--- src/hdl/tw_slave_pkg.sv ---
// shared constants and types of the two-wire slave
package tw_slave_pkg;
  // register byte offsets
  localparam logic [7:0] OFS_STATUS   = 8'h00;
  localparam logic [7:0] OFS_CTRL     = 8'h04;
  localparam logic [7:0] OFS_THR      = 8'h08;
  localparam logic [7:0] OFS_RHR      = 8'h0C;
  localparam logic [7:0] OFS_IRQ_MASK = 8'h10;
  localparam logic [7:0] OFS_IRQ_STAT = 8'h14;
  // status bit positions
  localparam int BIT_TRANSFER_COMPLETE_FLAG = 0;
  localparam int BIT_RXFULL = 1;
  localparam int BIT_TXFREE = 2;
  localparam int BIT_RDMODE = 3;
  localparam int BIT_MATCH  = 4;
  localparam int BIT_GCALL  = 5;
  localparam int BIT_OVR    = 6;
  localparam int BIT_UNR    = 7;
  localparam int BIT_NACK   = 8;
  localparam int BIT_WAIT   = 9;
  localparam int FLAG_W     = 10;
  // control fields
  localparam int CTRL_ADDR_LSB = 0;
  localparam int CTRL_NOSTR    = 8;
  localparam int CTRL_GC_EN    = 9;
  localparam int CTRL_EN       = 10;
  localparam int CTRL_W        = 11;
  // values after reset
  localparam logic [CTRL_W-1:0] CTRL_RESET   = 11'h000;
  localparam logic [FLAG_W-1:0] MASK_RESET   = 10'h000;
  localparam logic              TXFREE_RESET = 1'b1;
  localparam logic [7:0]        UNDERRUN_BYTE = 8'hFF;
  localparam logic [3:0]        BITS_PER_BYTE = 4'h8;
  // link states
  typedef enum logic [2:0] {
    ST_IDLE, ST_ADDR, ST_ADDR_ACK, ST_WR_DATA,
    ST_WR_ACK, ST_RD_DATA, ST_RD_ACK, ST_WAIT
  } link_state_type;
  // classic wishbone request
  typedef struct packed {
    logic        cyc;
    logic        stb;
    logic        we;
    logic [3:0]  sel;
    logic [7:0]  adr;
    logic [31:0] dat;
  } wb_req_type;
endpackage

--- src/hdl/tw_slave.sv ---
// two-wire slave with clock stretching, status flags and wishbone registers
//
// Operation
// - write mode: hold clock low while shifter and receive holding are full
// - tx free clears when byte enters shifter, sets on ack or nack
// - transfer complete set on stop or restart with foreign address
// - clock wait flag follows the stretching itself
// - nack bit reads 1 for an unacknowledged byte, until status read or new match
// - slave read: nack bit set when master refuses a data byte
// - slave write: every received data byte is acknowledged
// - underrun flag bit 7, only without stretching, cleared on read
// - overrun flag bit 6, only without stretching, cleared on read
// - general call flag bit 5, cleared on status read
// - address matched flag bit 4, cleared by nack or stop
//
// Our own choices: the register offsets and register access over Wishbone.
`timescale 1ns/100ps
`default_nettype none
module tw_slave
  import tw_slave_pkg::*;
(
  // clock, reset, enable
  input  wire logic        clk,
  input  wire logic        sys_rst,
  input  wire logic        ce,
  // wishbone slave
  input  wire wb_req_type  wb_req,
  output logic             wb_ack,
  output logic [31:0]      wb_dat_o,
  // interrupt
  output logic             irq,
  // two-wire pins, oe_n low pulls the line low
  input  wire logic        scl_i,
  output logic             scl_oe_n,
  input  wire logic        sda_i,
  output logic             sda_oe_n
);

  ////////////////////////////////////////////////////////////////
  // pin synchronisers
  logic scl_meta, scl_sync, scl_prev;
  logic sda_meta, sda_sync, sda_prev;

  // two stages, then one history stage for edges
  always_ff @(posedge clk or posedge sys_rst)
    if (sys_rst)
    begin
      {scl_meta, scl_sync, scl_prev} <= 3'h7;
      {sda_meta, sda_sync, sda_prev} <= 3'h7;
    end
    else if (ce)
    begin
      {scl_meta, scl_sync, scl_prev} <= {scl_i, scl_meta, scl_sync};
      {sda_meta, sda_sync, sda_prev} <= {sda_i, sda_meta, sda_sync};
    end

  // line events
  wire scl_rise   = scl_sync & ~scl_prev;
  wire scl_fall   = ~scl_sync & scl_prev;
  wire start_cond = scl_sync & scl_prev & sda_prev & ~sda_sync;
  wire stop_cond  = scl_sync & scl_prev & ~sda_prev & sda_sync;

  ////////////////////////////////////////////////////////////////
  // state
  link_state_type     state_reg;
  logic [7:0]         shift_reg;
  logic [3:0]         cnt_reg;
  logic               sda_low_reg;
  logic               hold_reg;
  logic               read_mode_reg;
  logic               busy_reg;
  logic [7:0]         rhr_reg;
  logic [7:0]         thr_reg;
  logic               thr_valid_reg;
  logic               tx_free_reg;
  logic               rx_full_reg;
  logic               matched_reg;
  logic               gc_reg;
  logic               ovr_reg;
  logic               unr_reg;
  logic               nack_reg;
  logic               transfer_complete_flag_reg;
  logic [CTRL_W-1:0]  ctrl_reg;
  logic [FLAG_W-1:0]  mask_reg;
  logic [FLAG_W-1:0]  ev_reg;
  logic               ack_reg;
  logic [31:0]        dat_reg;

  ////////////////////////////////////////////////////////////////
  // control fields
  wire [6:0] own_slave_address = ctrl_reg[CTRL_ADDR_LSB +: 7];
  wire       stretch_off = ctrl_reg[CTRL_NOSTR];
  wire       gc_en       = ctrl_reg[CTRL_GC_EN];
  wire       slave_en    = ctrl_reg[CTRL_EN];

  // bus decode
  wire wb_take  = wb_req.cyc & wb_req.stb & ~ack_reg;
  wire wb_wr    = wb_take & wb_req.we;
  wire wb_rd    = wb_take & ~wb_req.we;
  wire hit_stat = wb_req.adr == OFS_STATUS;
  wire hit_ctrl = wb_req.adr == OFS_CTRL;
  wire hit_thr  = wb_req.adr == OFS_THR;
  wire hit_rhr  = wb_req.adr == OFS_RHR;
  wire hit_mask = wb_req.adr == OFS_IRQ_MASK;
  wire hit_ist  = wb_req.adr == OFS_IRQ_STAT;
  wire stat_rd  = wb_rd & hit_stat;
  wire rhr_rd   = wb_rd & hit_rhr;
  wire thr_wr   = wb_wr & hit_thr & wb_req.sel[0];
  wire [FLAG_W-1:0] wmask = {{2{wb_req.sel[1]}}, {8{wb_req.sel[0]}}};

  ////////////////////////////////////////////////////////////////
  // address decisions
  wire cnt_full  = cnt_reg == BITS_PER_BYTE;
  wire addr_done = (state_reg == ST_ADDR) & scl_fall & cnt_full;
  wire own_hit   = shift_reg[7:1] == own_slave_address;
  wire gc_hit    = gc_en & (shift_reg == 8'h00);
  wire addr_hit  = own_hit | gc_hit;
  wire match_set = addr_done & addr_hit;
  wire gc_set    = addr_done & gc_hit;

  // write path: load receive holding or stretch
  wire wr_wait   = (state_reg == ST_WR_DATA) & cnt_full;
  wire rx_load   = wr_wait & (scl_fall | hold_reg) & (~rx_full_reg | stretch_off);
  wire hold_wr   = wr_wait & scl_fall & rx_full_reg & ~stretch_off;
  wire ovr_set   = rx_load & rx_full_reg;

  // read path: fetch next byte after address ack or master ack
  wire rd_point  = ((state_reg == ST_ADDR_ACK) & read_mode_reg)
                 | (state_reg == ST_RD_ACK);
  wire tx_need   = rd_point & (scl_fall | hold_reg);
  wire tx_load   = tx_need & thr_valid_reg;
  wire unr_set   = tx_need & ~thr_valid_reg & stretch_off;
  wire tx_go     = tx_load | unr_set;
  wire hold_rd   = tx_need & ~thr_valid_reg & ~stretch_off & ~hold_reg;
  wire [7:0] tx_byte = tx_load ? thr_reg : UNDERRUN_BYTE;

  // master answer to a byte we sent
  wire rd_ans    = (state_reg == ST_RD_ACK) & scl_rise;
  wire nack_set  = rd_ans & sda_sync;
  wire txfree_set = rd_ans;

  // end of sequence
  wire transfer_complete_flag_set = busy_reg & (stop_cond | (addr_done & ~addr_hit));

  ////////////////////////////////////////////////////////////////
  // link state machine
  always_ff @(posedge clk or posedge sys_rst)
    if (sys_rst)
    begin
      state_reg     <= ST_IDLE;
      shift_reg     <= 8'h00;
      cnt_reg       <= 4'h0;
      sda_low_reg   <= 1'b0;
      hold_reg      <= 1'b0;
      read_mode_reg <= 1'b0;
    end
    else if (ce)
    begin
      if (stop_cond | start_cond | ~slave_en)
      begin
        state_reg   <= (start_cond & slave_en) ? ST_ADDR : ST_IDLE;
        cnt_reg     <= 4'h0;
        sda_low_reg <= 1'b0;
        hold_reg    <= 1'b0;
      end
      else
        case (state_reg)
          ST_ADDR:
            if (scl_rise & ~cnt_full)
            begin
              shift_reg <= {shift_reg[6:0], sda_sync};
              cnt_reg   <= cnt_reg + 4'h1;
            end
            else if (addr_done)
            begin
              state_reg     <= addr_hit ? ST_ADDR_ACK : ST_IDLE;
              sda_low_reg   <= addr_hit;
              read_mode_reg <= shift_reg[0];
            end
          ST_ADDR_ACK, ST_RD_ACK:
            if (rd_ans & sda_sync)
              state_reg <= ST_WAIT;
            else if (tx_go)
            begin
              shift_reg   <= tx_byte;
              sda_low_reg <= ~tx_byte[7];
              cnt_reg     <= 4'h0;
              hold_reg    <= 1'b0;
              state_reg   <= ST_RD_DATA;
            end
            else if (hold_rd)
            begin
              hold_reg    <= 1'b1;
              sda_low_reg <= 1'b0;
            end
            else if (~read_mode_reg & scl_fall)
            begin
              sda_low_reg <= 1'b0;
              cnt_reg     <= 4'h0;
              state_reg   <= ST_WR_DATA;
            end
          ST_WR_DATA:
            if (scl_rise & ~cnt_full)
            begin
              shift_reg <= {shift_reg[6:0], sda_sync};
              cnt_reg   <= cnt_reg + 4'h1;
            end
            else if (rx_load)
            begin
              sda_low_reg <= 1'b1;
              hold_reg    <= 1'b0;
              state_reg   <= ST_WR_ACK;
            end
            else if (hold_wr)
              hold_reg <= 1'b1;
          ST_WR_ACK:
            if (scl_fall)
            begin
              sda_low_reg <= 1'b0;
              cnt_reg     <= 4'h0;
              state_reg   <= ST_WR_DATA;
            end
          ST_RD_DATA:
            if (scl_rise)
              cnt_reg <= cnt_reg + 4'h1;
            else if (scl_fall & cnt_full)
            begin
              sda_low_reg <= 1'b0;
              state_reg   <= ST_RD_ACK;
            end
            else if (scl_fall)
            begin
              shift_reg   <= {shift_reg[6:0], 1'b0};
              sda_low_reg <= ~shift_reg[6];
            end
          default:
            state_reg <= state_reg;
        endcase
    end

  ////////////////////////////////////////////////////////////////
  // holding registers
  always_ff @(posedge clk or posedge sys_rst)
    if (sys_rst)
    begin
      rhr_reg       <= 8'h00;
      thr_reg       <= 8'h00;
      thr_valid_reg <= 1'b0;
      rx_full_reg   <= 1'b0;
      tx_free_reg   <= TXFREE_RESET;
    end
    else if (ce)
    begin
      if (rx_load)
        rhr_reg <= shift_reg;
      if (thr_wr)
        thr_reg <= wb_req.dat[7:0];
      thr_valid_reg <= thr_wr | (thr_valid_reg & ~tx_load);
      rx_full_reg   <= rx_load | (rx_full_reg & ~rhr_rd);
      tx_free_reg   <= txfree_set | (tx_free_reg & ~tx_load);
    end

  ////////////////////////////////////////////////////////////////
  // status flags, set wins over clear
  always_ff @(posedge clk or posedge sys_rst)
    if (sys_rst)
    begin
      busy_reg    <= 1'b0;
      matched_reg <= 1'b0;
      gc_reg      <= 1'b0;
      ovr_reg     <= 1'b0;
      unr_reg     <= 1'b0;
      nack_reg    <= 1'b0;
      transfer_complete_flag_reg  <= 1'b0;
    end
    else if (ce)
    begin
      busy_reg    <= match_set | (busy_reg & ~transfer_complete_flag_set);
      matched_reg <= match_set | (matched_reg & ~stop_cond & ~nack_set);
      gc_reg      <= gc_set | (gc_reg & ~stat_rd);
      ovr_reg     <= ovr_set | (ovr_reg & ~stat_rd);
      unr_reg     <= unr_set | (unr_reg & ~stat_rd);
      nack_reg    <= nack_set | (nack_reg & ~stat_rd & ~match_set);
      transfer_complete_flag_reg  <= transfer_complete_flag_set | (transfer_complete_flag_reg & ~match_set);
    end

  // visible status word
  logic [FLAG_W-1:0] status_word;
  always_comb
  begin
    status_word             = '0;
    status_word[BIT_TRANSFER_COMPLETE_FLAG] = transfer_complete_flag_reg;
    status_word[BIT_RXFULL] = rx_full_reg;
    status_word[BIT_TXFREE] = tx_free_reg;
    status_word[BIT_RDMODE] = read_mode_reg;
    status_word[BIT_MATCH]  = matched_reg;
    status_word[BIT_GCALL]  = gc_reg;
    status_word[BIT_OVR]    = ovr_reg;
    status_word[BIT_UNR]    = unr_reg;
    status_word[BIT_NACK]   = nack_reg;
    status_word[BIT_WAIT]   = hold_reg;
  end

  // interrupt events in status layout
  logic [FLAG_W-1:0] ev_set;
  always_comb
  begin
    ev_set             = '0;
    ev_set[BIT_TRANSFER_COMPLETE_FLAG] = transfer_complete_flag_set;
    ev_set[BIT_RXFULL] = rx_load;
    ev_set[BIT_TXFREE] = txfree_set;
    ev_set[BIT_MATCH]  = match_set;
    ev_set[BIT_GCALL]  = gc_set;
    ev_set[BIT_OVR]    = ovr_set;
    ev_set[BIT_UNR]    = unr_set;
    ev_set[BIT_NACK]   = nack_set;
    ev_set[BIT_WAIT]   = hold_wr | hold_rd;
  end

  wire [FLAG_W-1:0] ev_clr = (wb_wr & hit_ist) ? (wb_req.dat[FLAG_W-1:0] & wmask) : '0;

  ////////////////////////////////////////////////////////////////
  // control, mask and interrupt registers
  always_ff @(posedge clk or posedge sys_rst)
    if (sys_rst)
    begin
      ctrl_reg <= CTRL_RESET;
      mask_reg <= MASK_RESET;
      ev_reg   <= '0;
    end
    else if (ce)
    begin
      if (wb_wr & hit_ctrl & wb_req.sel[0])
        ctrl_reg[7:0] <= wb_req.dat[7:0];
      if (wb_wr & hit_ctrl & wb_req.sel[1])
        ctrl_reg[CTRL_W-1:8] <= wb_req.dat[CTRL_W-1:8];
      if (wb_wr & hit_mask)
        mask_reg <= (mask_reg & ~wmask) | (wb_req.dat[FLAG_W-1:0] & wmask);
      ev_reg <= ev_set | (ev_reg & ~ev_clr);
    end

  // read data selection
  wire [31:0] rd_mux =
      hit_stat ? {22'h00_0000, status_word} :
      hit_ctrl ? {21'h00_0000, ctrl_reg} :
      hit_rhr  ? {24'h00_0000, rhr_reg} :
      hit_mask ? {22'h00_0000, mask_reg} :
      hit_ist  ? {22'h00_0000, ev_reg} : 32'h0000_0000;

  // bus answer one cycle after the request
  always_ff @(posedge clk or posedge sys_rst)
    if (sys_rst)
    begin
      ack_reg <= 1'b0;
      dat_reg <= 32'h0000_0000;
    end
    else if (ce)
    begin
      ack_reg <= wb_take;
      if (wb_rd)
        dat_reg <= rd_mux;
    end

  // outputs
  assign wb_ack   = ack_reg & wb_req.cyc & wb_req.stb;
  assign wb_dat_o = dat_reg;
  assign irq      = |(ev_reg & mask_reg);
  assign scl_oe_n = ~hold_reg;
  assign sda_oe_n = ~sda_low_reg;
endmodule // tw_slave
`default_nettype wire

--- config.mk ---
export PLATFORM = sky130hd
export DESIGN_NAME = tw_slave
export DESIGN_NICKNAME = d
export VERILOG_FILES = /design/src/hdl/tw_slave_pkg.sv /design/src/hdl/tw_slave.sv
export SDC_FILE = /design/constraint.sdc
export NUM_CORES = 1
export LEC_CHECK = 0
export ABC_AREA = 1
export ABC_CLOCK_PERIOD_IN_PS = 2800
export BUFFER_PORTS_ARGS = -buffer_cell sky130_fd_sc_hd__buf_2
export CORE_UTILIZATION = 50
export DETAILED_ROUTE_END_ITERATION = 6
export PLACE_DENSITY = 0.75
export SYNTH_ARGS = -nofsm -noshare
export SYNTH_HDL_FRONTEND = slang
export SYNTH_SLANG_ARGS = --single-unit
--- constraint.sdc ---
create_clock -name clk -period 2.8 [get_ports clk]
set_input_delay 0.28 -clock clk [delete_from_list [all_inputs] [get_ports clk]]
set_output_delay 0.28 -clock clk [all_outputs]
set_load 0.02 [all_outputs]
* Word-level counts from Yosys, hierarchy flattened
Index checks and enable logic that the tools add are counted. Widths: inputs -> output; s select.
Word-level totals: register bits 114, logic and storage cells 263
Cells by class: $add $sub $neg 1, eq/ne operators 37, muxes and demuxes 60, bitwise operators 114, reductions and logical operators 21
Operator list (number):
- $and 1x1->1 | 61
- $mux 8 | 7
- $and 10x10->10 | 4
- $mux 10 | 4
- $mux 3 | 12
- $mux 4 | 8
- $not 1->1 | 26
- $pmux 8 s3 | 1
- $mux 11 | 2
- $reduce_and 11->1 | 2
- $mux 1 | 21
- $ne 3x3->1 const B | 7
- $not 10->10 | 2
- $or 10x10->10 | 2
- $or 1x1->1 | 19
- $eq 8x4->1 const B | 2
- $eq 8x5->1 const B | 2
- $logic_not 8->1 | 2
- $ne 4x4->1 const B | 4
- $pmux 4 s4 | 1
- $ne 5x5->1 const B | 3
- $pmux 3 s5 | 1
- $reduce_and 2->1 | 6
- $ne 2x2->1 const B | 5
- 23 further kinds | 29

* Depth between registers and ports, before layout
Gate-level depths: netlist (run 1).
depth after elaboration 12, gate-level depth with buffers 13, gate-level depth less buffers 13

* Worst setup path before layout (run 1)
OpenSTA, ideal clock, no wires.
path kind register to register, start reg scl_sync, end reg state_reg[2], library setup time 0.118 ns, arrival 1.576 ns, required time 2.682 ns, setup slack 1.107 ns, stages on the path, launching flop included 12, path buffers 2, clock period less this slack 1.693 ns, cell sequence dfstp_2 buf_2 nand4_2 inv_1 nor2_2 buf_6 nand3_1 nand3_1 nor2_1 nand2_2 nand2_1 nand2_1
Between the ends: cells in the longest elaborated chain, start to end 11, elaborated cells between the ends (all ways) 42, classes of those cells 9 x eq/ne; 4 x mux; 27 x bitwise; 2 x reduce/logical
RTL lines:
- from (decl) | line tw_slave.sv:41 | logic scl_meta, scl_sync, scl_prev;
- from (signal assigned) | line tw_slave.sv:53 | {scl_meta, scl_sync, scl_prev} <= {scl_i, scl_meta, scl_sync};
- $not 1->1 | line tw_slave.sv:59 | wire scl_fall = ~scl_sync & scl_prev;
- $and 1x1->1 | line tw_slave.sv:59
- $or 1x1->1 | line tw_slave.sv:123, tw_slave.sv:130
- $and 1x1->1 | line tw_slave.sv:130 | wire tx_need = rd_point & (scl_fall | hold_reg);
- $and 1x1->1 | line tw_slave.sv:132, tw_slave.sv:134
- $and 1x1->1 | line tw_slave.sv:132 | wire unr_set = tx_need & ~thr_valid_reg & stretch_off;
- $or 1x1->1 | line tw_slave.sv:133 | wire tx_go = tx_load | unr_set;
- $mux 3 | line tw_slave.sv:183 | else if (tx_go)
- $mux 3 | line tw_slave.sv:181 | if (rd_ans & sda_sync)
- $pmux 3 s5 | line tw_slave.sv:167 | case (state_reg)
- $mux 3 | line tw_slave.sv:159 | if (stop_cond | start_cond | ~slave_en)
- to (signal assigned) | line tw_slave.sv:161 | state_reg <= (start_cond & slave_en) ? ST_ADDR : ST_IDLE;
- to (signal assigned) | line tw_slave.sv:176 | state_reg <= addr_hit ? ST_ADDR_ACK : ST_IDLE;
- to (signal assigned) | line tw_slave.sv:237 | state_reg <= state_reg;
- to (decl) | line tw_slave.sv:65 | link_state_type state_reg;
Parallel ways exist; a longest one is shown, timed or not. A chain may end at the register's enable or synchronous reset.

* Worst setup path in the final report (run 1)
start reg state_reg[0], end reg rhr_reg[0]
Between the ends: cells in the longest elaborated chain, start to end 5
RTL lines:
- $eq 3x2->1 | line tw_slave.sv:122 | wire wr_wait = (state_reg == ST_WR_DATA) & cnt_full;
- $and 1x1->1 | line tw_slave.sv:122
- $and 1x1->1 (2 in a row) | line tw_slave.sv:123 | wire rx_load = wr_wait & (scl_fall | hold_reg) & (~rx_full_reg | stretch_off);
- $reduce_and 2->1 (no source line)
- to (signal assigned) | line tw_slave.sv:255 | rhr_reg <= shift_reg;
- to (decl) | line tw_slave.sv:72 | logic [7:0] rhr_reg;
No other way between the ends.

==> implementation parameters, run 1 <==
Parameter                              Value

Status
  Result of the run ... finished, final reports clean

Finish
  Fraction of final layout cells with drive strength greater than 1 ... 0.148
  Post-synthesis to final-layout area growth ... 9.03%
  Count of nets after finishing ... 790
  Seq. cell area ... 2340 um^2
  # fillers ... 961
  Diodes inserted ... 0
  Final non-filler cell total ... 874
  Multi-input logic area ... 2370 um^2

GRT
  Total Routing Usage GR ... 0.273
  Initial antenna violation count ... 0
  Global-route congestion overflow total ... 0
  Vias in the first global route ... 4397
  First-pass GRT wire length ... 22.8 mm
  Maximum number of pins on one net before global-route repair ... 65

Placed design
  Number of cells in the design after placement ... 857
  Post-DP HPWL ... 10.7 mm
  Input/output buffers ... 43
  RePlAce Congestion ... 0.962

Worst setup path
  Data arrival time of the critical path ... 2390 ps
  CP max stage cell ... o2111ai_2
  Type of element capturing the critical path ... flip-flop
  Worst reg-to-reg path cell count ... 6
  Endpoint of the worst register-to-register path ... rhr_reg[0]
  Most frequent cell on the critical path ... nor2_2
  Crit path cell chain ... inv_2 > nor2_2 > nand2_2 > nor2_2 > o2111ai_2 > o21ai_0
  Startpoint of the lowest-slack register-to-register path ... state_reg[0]
  Register-to-Register Setup Slack ... 670 ps
  Crit path kind ... flip-flop to flip-flop
  Critical path peak fanout ... 20
  Worst Path Required ... 3070 ps
  Type of element launching the critical path ... flip-flop
  Highest cell delay on the worst timing path ... 510 ps

Synthesis
  Post-synth EDFFs ... 0
  Cell variety after synth ... 39
  Commonest cells in the synthesized netlist ... 197 x nand2_1, 86 x dfrtp_1, 79 x inv_1
  Library cell with the highest instance count after synthesis ... nand2_1
  Share of synthesized area occupied by flip-flops and latches ... 0.451
  Netlist area before placement ... 5180 um^2
  Post-synthesis cell type with the largest combined area ... dfrtp_1
  Top-area cell type share of the netlist area ... 0.415
  Ys flop type ... dfrtp_1
  Cell types with the largest area share after synthesis ... dfrtp_1 42%, nand2_1 14%, o21ai_0 6.7%, inv_1 5.7%, nor2_1 4.2%
  Synth Area per Inst ... 7.50 um^2
  Fraction of synthesis flops using an asynchronous set or reset pin ... 1.00
  Number of synthesized register bits ... 93
  Synthesized netlist cell count ... 691
  Total of warnings raised by yosys ... 0

Clock tree
  # Post-CTS Setup Buffers ... 0
  Clock latency on the worst-skew pair ... 380 ps
  Clock buffer depth ... 2
  Deepest level of the CTS H-tree ... 3
  Clock Sinks ... 93
  Root buffer selected by CTS ... clkbuf_8
  Inserted Clock Buffers ... 9
  Clock-pin slew on the worst setup and hold paths ... 90 ps
  CTS tree ... yes

STA
  Fin Setup TNS ... 0 ps
  Worst Hold Slack ... 98.1 ps
  Worst clock skew on the final layout ... 13.1 ps
  Max transition margin ... 0.374
  Fmax ... 0.471 GHz
  Final critical path time including I/O delays and setup ... 2130 ps
  Portion of the clock cycle consumed by the worst path in the final layout ... 0.759
  Final-report max-slew violation count ... 0
  Setup Viol. Count Final ... 0
  Hold Violations, Final ... 0
  Least-Margin Pin Slew ... 939 ps
  RSZ-0062 raised after global routing ... false

Worst hold path
  Count of cells along the worst hold path ... 3
  Path type of the worst min-delay path ... input port to flip-flop
  Worst hold path startpoint ... sda_i
  Hold worst-path end ... sda_meta

Power and ir drop
  Leakage component of the power ... 0.00294 uW
  Pwr per Cell Area ... 485 nW/um^2
  Power Total ... 2740 uW
  Worst vdd rail ir drop ... 331 uV

Floorplan
  Initial standard-cell utilization of the core ... 0.523
  Total core area ... 9910 um^2
  I/O pin count ... 88
  Cell Rows ... 36
  Height of the chip ... 104 um
  Area enclosed by the die boundary ... 10800 um^2
  Floorplan die width ... 104 um

Route
  Initial detailed-routing violation count ... 465
  Via-per-instance ratio ... 5.41
  Post-detailed-route wirelength per cell ... 16.1 um
  Vias ... 4728
  Remaining antenna violation count ... 0
  DRC errors left ... 0
  Routed wire length ... 14.0 mm
  Length of the first detailed-routing pass in iterations ... 5

Job
  Max_cap viols ... 0
## timing repair
| action | in CTS | in global routing |
|---|---|---|
| gates resized for setup | 0 | 0 |
| endpoints found under the hold margin | 23 | 0 |
| hold buffers | 1 | 0 |
## critical path, delay by kind of cell, from the launching register on
family | cells | cell delay (ps)
AOI/OAI and AO/OA | 2 | 910
buffers and inverters | 1 | 100
DFF | 1 | 490
and+or+nand+nor | 3 | 510
## worst max-delay path by stage
stage,from,to,slack (ps)
6_report,state_reg[0],rhr_reg[0],670
3_3_place_gp,state_reg[0],rhr_reg[0],800
4_1_cts,state_reg[0],rhr_reg[0],710
2_1_floorplan,sys_rst,asynchronous set/reset pin,110
3_5_place_dp,wb_req[33],ctrl_reg[4],750
5_1_grt,cnt_reg[0],nack_reg,510
## layout make-up
type / count / share of cell area
Tap cell: 133 / 0.0294
Clock inverter: 5 / 0.00730
Multi-Input combinational cell: 496 / 0.419
Inverter: 88 / 0.0587
Timing Repair Buffer: 48 / 0.0474
Sequential cell: 93 / 0.413
Clock buffer: 11 / 0.0250
## placed cells by master (no fill, tap or decap), types with 3 or more instances in the layout
cell type / instances
o31ai_1: 3
conb_1: 21
a21oi_1: 14
nand2_1: 197
dfstp_2: 7
dfrtp_1: 86
o22ai_1: 8
nand3_2: 3
o21ai_0: 69
inv_6: 3
inv_2: 9
nand4_1: 9
nor3_1: 6
o21ai_1: 13
nand3_1: 42
nand2_2: 9
nor2_1: 58
buf_4: 3
nor2_2: 6
buf_2: 43
xor2_1: 4
clkbuf_8: 10
inv_1: 78
nor2_4: 4
nand3b_1: 5
o2111ai_1: 4
nand4_2: 3
## layer usage
metal  global-route usage  vias to the layer above  share of wire  routed length (um)
met5                    0                        -              0                   0
met4               0.0765                        0          0.017                 233
met3               0.0623                       22          0.087                1220
met2                0.393                      215           0.43                6030
met1                0.409                     2212           0.47                6550
li1                     -                     2279              -                   -
## through the flow
step	setup slack [ps]	utilization	instance area (um^2)
finish	675	0.570	5650
global route	511	0.570	5650
CTS	710	0.570	5650
detailed placement	745	0.551	5460
global placement	796	0.551	5460
floorplan	111	-	5260
## kinds of logic after synthesis
family	count (synthesis)	share of synthesized area
AOI/OAI and AO/OA	121	0.129
xor gates and xnor gates	5	0.00845
and+or+nand+nor	347	0.298
buffers and inverters	122	0.108
other	1	0.000723
DFF	93	0.451
adders and majority gates	2	0.00483
## report_power, final
| group | leakage (uW) | switching, uW | internal [uW] |
|---|---|---|---|
| sequential | 0.00119 | 74.2 | 1420 |
| clock | 0.0000870 | 521 | 358 |
| combinational | 0.00166 | 265 | 104 |
Power figures use the tool's default switching activity.
==> inputs of run 2 (changes only) <==
--- a/config.mk
+++ b/config.mk
@@ -6,11 +6,11 @@
 export NUM_CORES = 1
 export LEC_CHECK = 0
 export ABC_AREA = 1
-export ABC_CLOCK_PERIOD_IN_PS = 2800
+export ABC_CLOCK_PERIOD_IN_PS = 2100
 export BUFFER_PORTS_ARGS = -buffer_cell sky130_fd_sc_hd__buf_2
 export CORE_UTILIZATION = 50
 export DETAILED_ROUTE_END_ITERATION = 6
-export PLACE_DENSITY = 0.75
+export PLACE_DENSITY = 0.72
 export SYNTH_ARGS = -nofsm -noshare
 export SYNTH_HDL_FRONTEND = slang
 export SYNTH_SLANG_ARGS = --single-unit
==> constraint.sdc (replaced) <==
create_clock -name clk -period 2.1 [get_ports clk]
set_input_delay 0.21 -clock clk [delete_from_list [all_inputs] [get_ports clk]]
set_output_delay 0.21 -clock clk [all_outputs]
set_load 0.02 [all_outputs]
==> implementation parameters, run 2 (synthesis results as in run 1) <==
Parameter                              Value

Status
  Result of the run ... finished, final reports clean

Floorplan
  Total core area ... 9910 um^2
  Initial standard-cell utilization of the core ... 0.523
  Floorplan die width ... 104 um
  Height of the chip ... 104 um
  Area enclosed by the die boundary ... 10800 um^2
  I/O pin count ... 88
  Cell Rows ... 36

Worst setup path
  Critical path peak fanout ... 11
  Endpoint of the worst register-to-register path ... cnt_reg[0]
  Startpoint of the lowest-slack register-to-register path ... sda_sync
  Type of element capturing the critical path ... flip-flop
  Register-to-Register Setup Slack ... 160 ps
  Type of element launching the critical path ... flip-flop
  Count of buffering cells on the critical path with inverters included ... 2
  CP max stage cell ... dfstp_2
  Crit path kind ... flip-flop to flip-flop
  Highest cell delay on the worst timing path ... 550 ps
  Worst Path Required ... 2410 ps
  Most frequent cell on the critical path ... nand2_1
  Worst reg-to-reg path cell count ... 10
  Data arrival time of the critical path ... 2250 ps
  Crit path cell chain ... inv_2 > nand4_2 > inv_1 > nor2_2 > nand2_1 > nand3_1 > nor2_2 > nand2_2 > nand2_1 > nand2_1
  Cell class contributing the biggest share of worst-path delay ... simple AND/OR/NAND/NOR gates

Route
  Length of the first detailed-routing pass in iterations ... 7
  DRC errors left ... 0
  Remaining antenna violation count ... 0
  Vias ... 4812
  Via-per-instance ratio ... 5.44
  Post-detailed-route wirelength per cell ... 16.2 um
  Initial detailed-routing violation count ... 447
  Routed wire length ... 14.3 mm

Clock tree
  CTS tree ... yes
  Root buffer selected by CTS ... clkbuf_8
  Inserted Clock Buffers ... 9
  Deepest level of the CTS H-tree ... 3
  Clock Sinks ... 93
  Clock latency on the worst-skew pair ... 370 ps
  Clock buffer depth ... 2
  Clock-pin slew on the worst setup and hold paths ... 100 ps

Finish
  Most common cell after layout, fill and taps aside ... nand2_1
  Post-synthesis to final-layout area growth ... 12.0%
  Leading cell types in the layout, fill and taps excluded ... 195 x nand2_1, 86 x dfrtp_1, 78 x inv_1
  Fraction of final layout cells with drive strength greater than 1 ... 0.165
  Final non-filler cell total ... 885
  Diodes inserted ... 0
  Count of nets after finishing ... 801

Worst hold path
  Path type of the worst min-delay path ... input port to flip-flop
  Worst hold path startpoint ... sda_i
  Count of cells along the worst hold path ... 3
  Hold worst-path end ... sda_meta

Placed design
  RePlAce Congestion ... 0.902
  Input/output buffers ... 43
  Number of cells in the design after placement ... 866
  Post-DP HPWL ... 10.9 mm

STA
  Final critical path time including I/O delays and setup ... 1940 ps
  Max transition margin ... 0.628
  Fin Setup TNS ... 0 ps
  Worst clock skew on the final layout ... 11.3 ps
  Final-report max-slew violation count ... 0
  Setup Viol. Count Final ... 0
  Least-Margin Pin Slew ... 554 ps
  Hold Violations, Final ... 0
  Portion of the clock cycle consumed by the worst path in the final layout ... 0.923
  Fmax ... 0.516 GHz
  RSZ-0062 raised after global routing ... false

GRT
  Initial antenna violation count ... 0
  Total Routing Usage GR ... 0.282
  Vias in the first global route ... 4472
  Maximum number of pins on one net before global-route repair ... 94
  Global-route congestion overflow total ... 0
  First-pass GRT wire length ... 23.5 mm

Power and ir drop
  Worst vdd rail ir drop ... 413 uV
  Leakage component of the power ... 0.00302 uW
  Pwr per Cell Area ... 673 nW/um^2

Job
  Max_cap viols ... 0
## run 2: cell types whose count changed in the layout (fill, tap and decap cells not counted), sizes merged
cell and change:
buf +11, clkbuf -2, inv +1, bufinv +2
clkinvlp -1
## run 2: worst max path at each step
| stage | startpoint | end | slack, ps | depth (start not counted) |
|---|---|---|---|---|
| after floorplan | scl_sync | state_reg[2] | 410 | 11 |
| after global placement | cnt_reg[0] | shift_reg[4] | 190 | 10 |
| after detailed placement | sda_sync | cnt_reg[0] | 140 | 10 |
| after CTS | cnt_reg[0] | shift_reg[2] | 110 | 11 |
| after global routing | cnt_reg[0] | shift_reg[3] | 10 | 12 |
| final | sda_sync | cnt_reg[0] | 160 | 10 |
## run 2: power by group
part / switching, uW / total [uW] / internal, uW
Sequential: 101 / 1990 / 1890
Clock: 711 / 1410 / 694
Combinational: 363 / 514 / 151
## run 2: cell type report
class                   count  area, um^2
clock inverters             7         105
repair buffers             59         363
flip-flops and latches     93        2340
inverters                  88         334
fillers                   980        4100
well taps                 133         166
multi-input cells         496        2380
clock buffers               9         124
## run 2: layer usage
metal | GRT usage | vias to the layer above | share of wire
met1 | 0.441 | 2280 | 0.49
met2 | 0.398 | 207 | 0.43
met4 | 0.0847 | 0 | 0.014
met5 | 0 | - | 0
li1 | - | 2305 | -
met3 | 0.0434 | 20 | 0.071
## run 2: timing repair
action                     in CTS  in global routing
hold buffers                    1                  0
hold endpoints to repair        8                  0
setup buffers                   0                  2
setup endpoints to repair       0                 16
gates resized for setup         0                  5
## run 2: per-stage QoR
| step | hold slack (ps) | util | cell area, um^2 | power, uW | worst slack [ps] |
|---|---|---|---|---|---|
| global placement | 380 | 0.557 | 5520 | 2510 | 190 |
| CTS | 21.0 | 0.582 | 5760 | 3920 | 113 |
| detailed placement | 402 | 0.557 | 5520 | 2520 | 140 |
| finish | 34.0 | 0.586 | 5810 | 3910 | 162 |
| floorplan | 306 | - | 5260 | 2370 | 407 |
| global route | 42.4 | 0.586 | 5810 | 4070 | 12.2 |
## run 2: tightest hold or removal path, stage by stage
cell and delay, ps:
buf_2 90, nand2_1 50, nand2_1 50
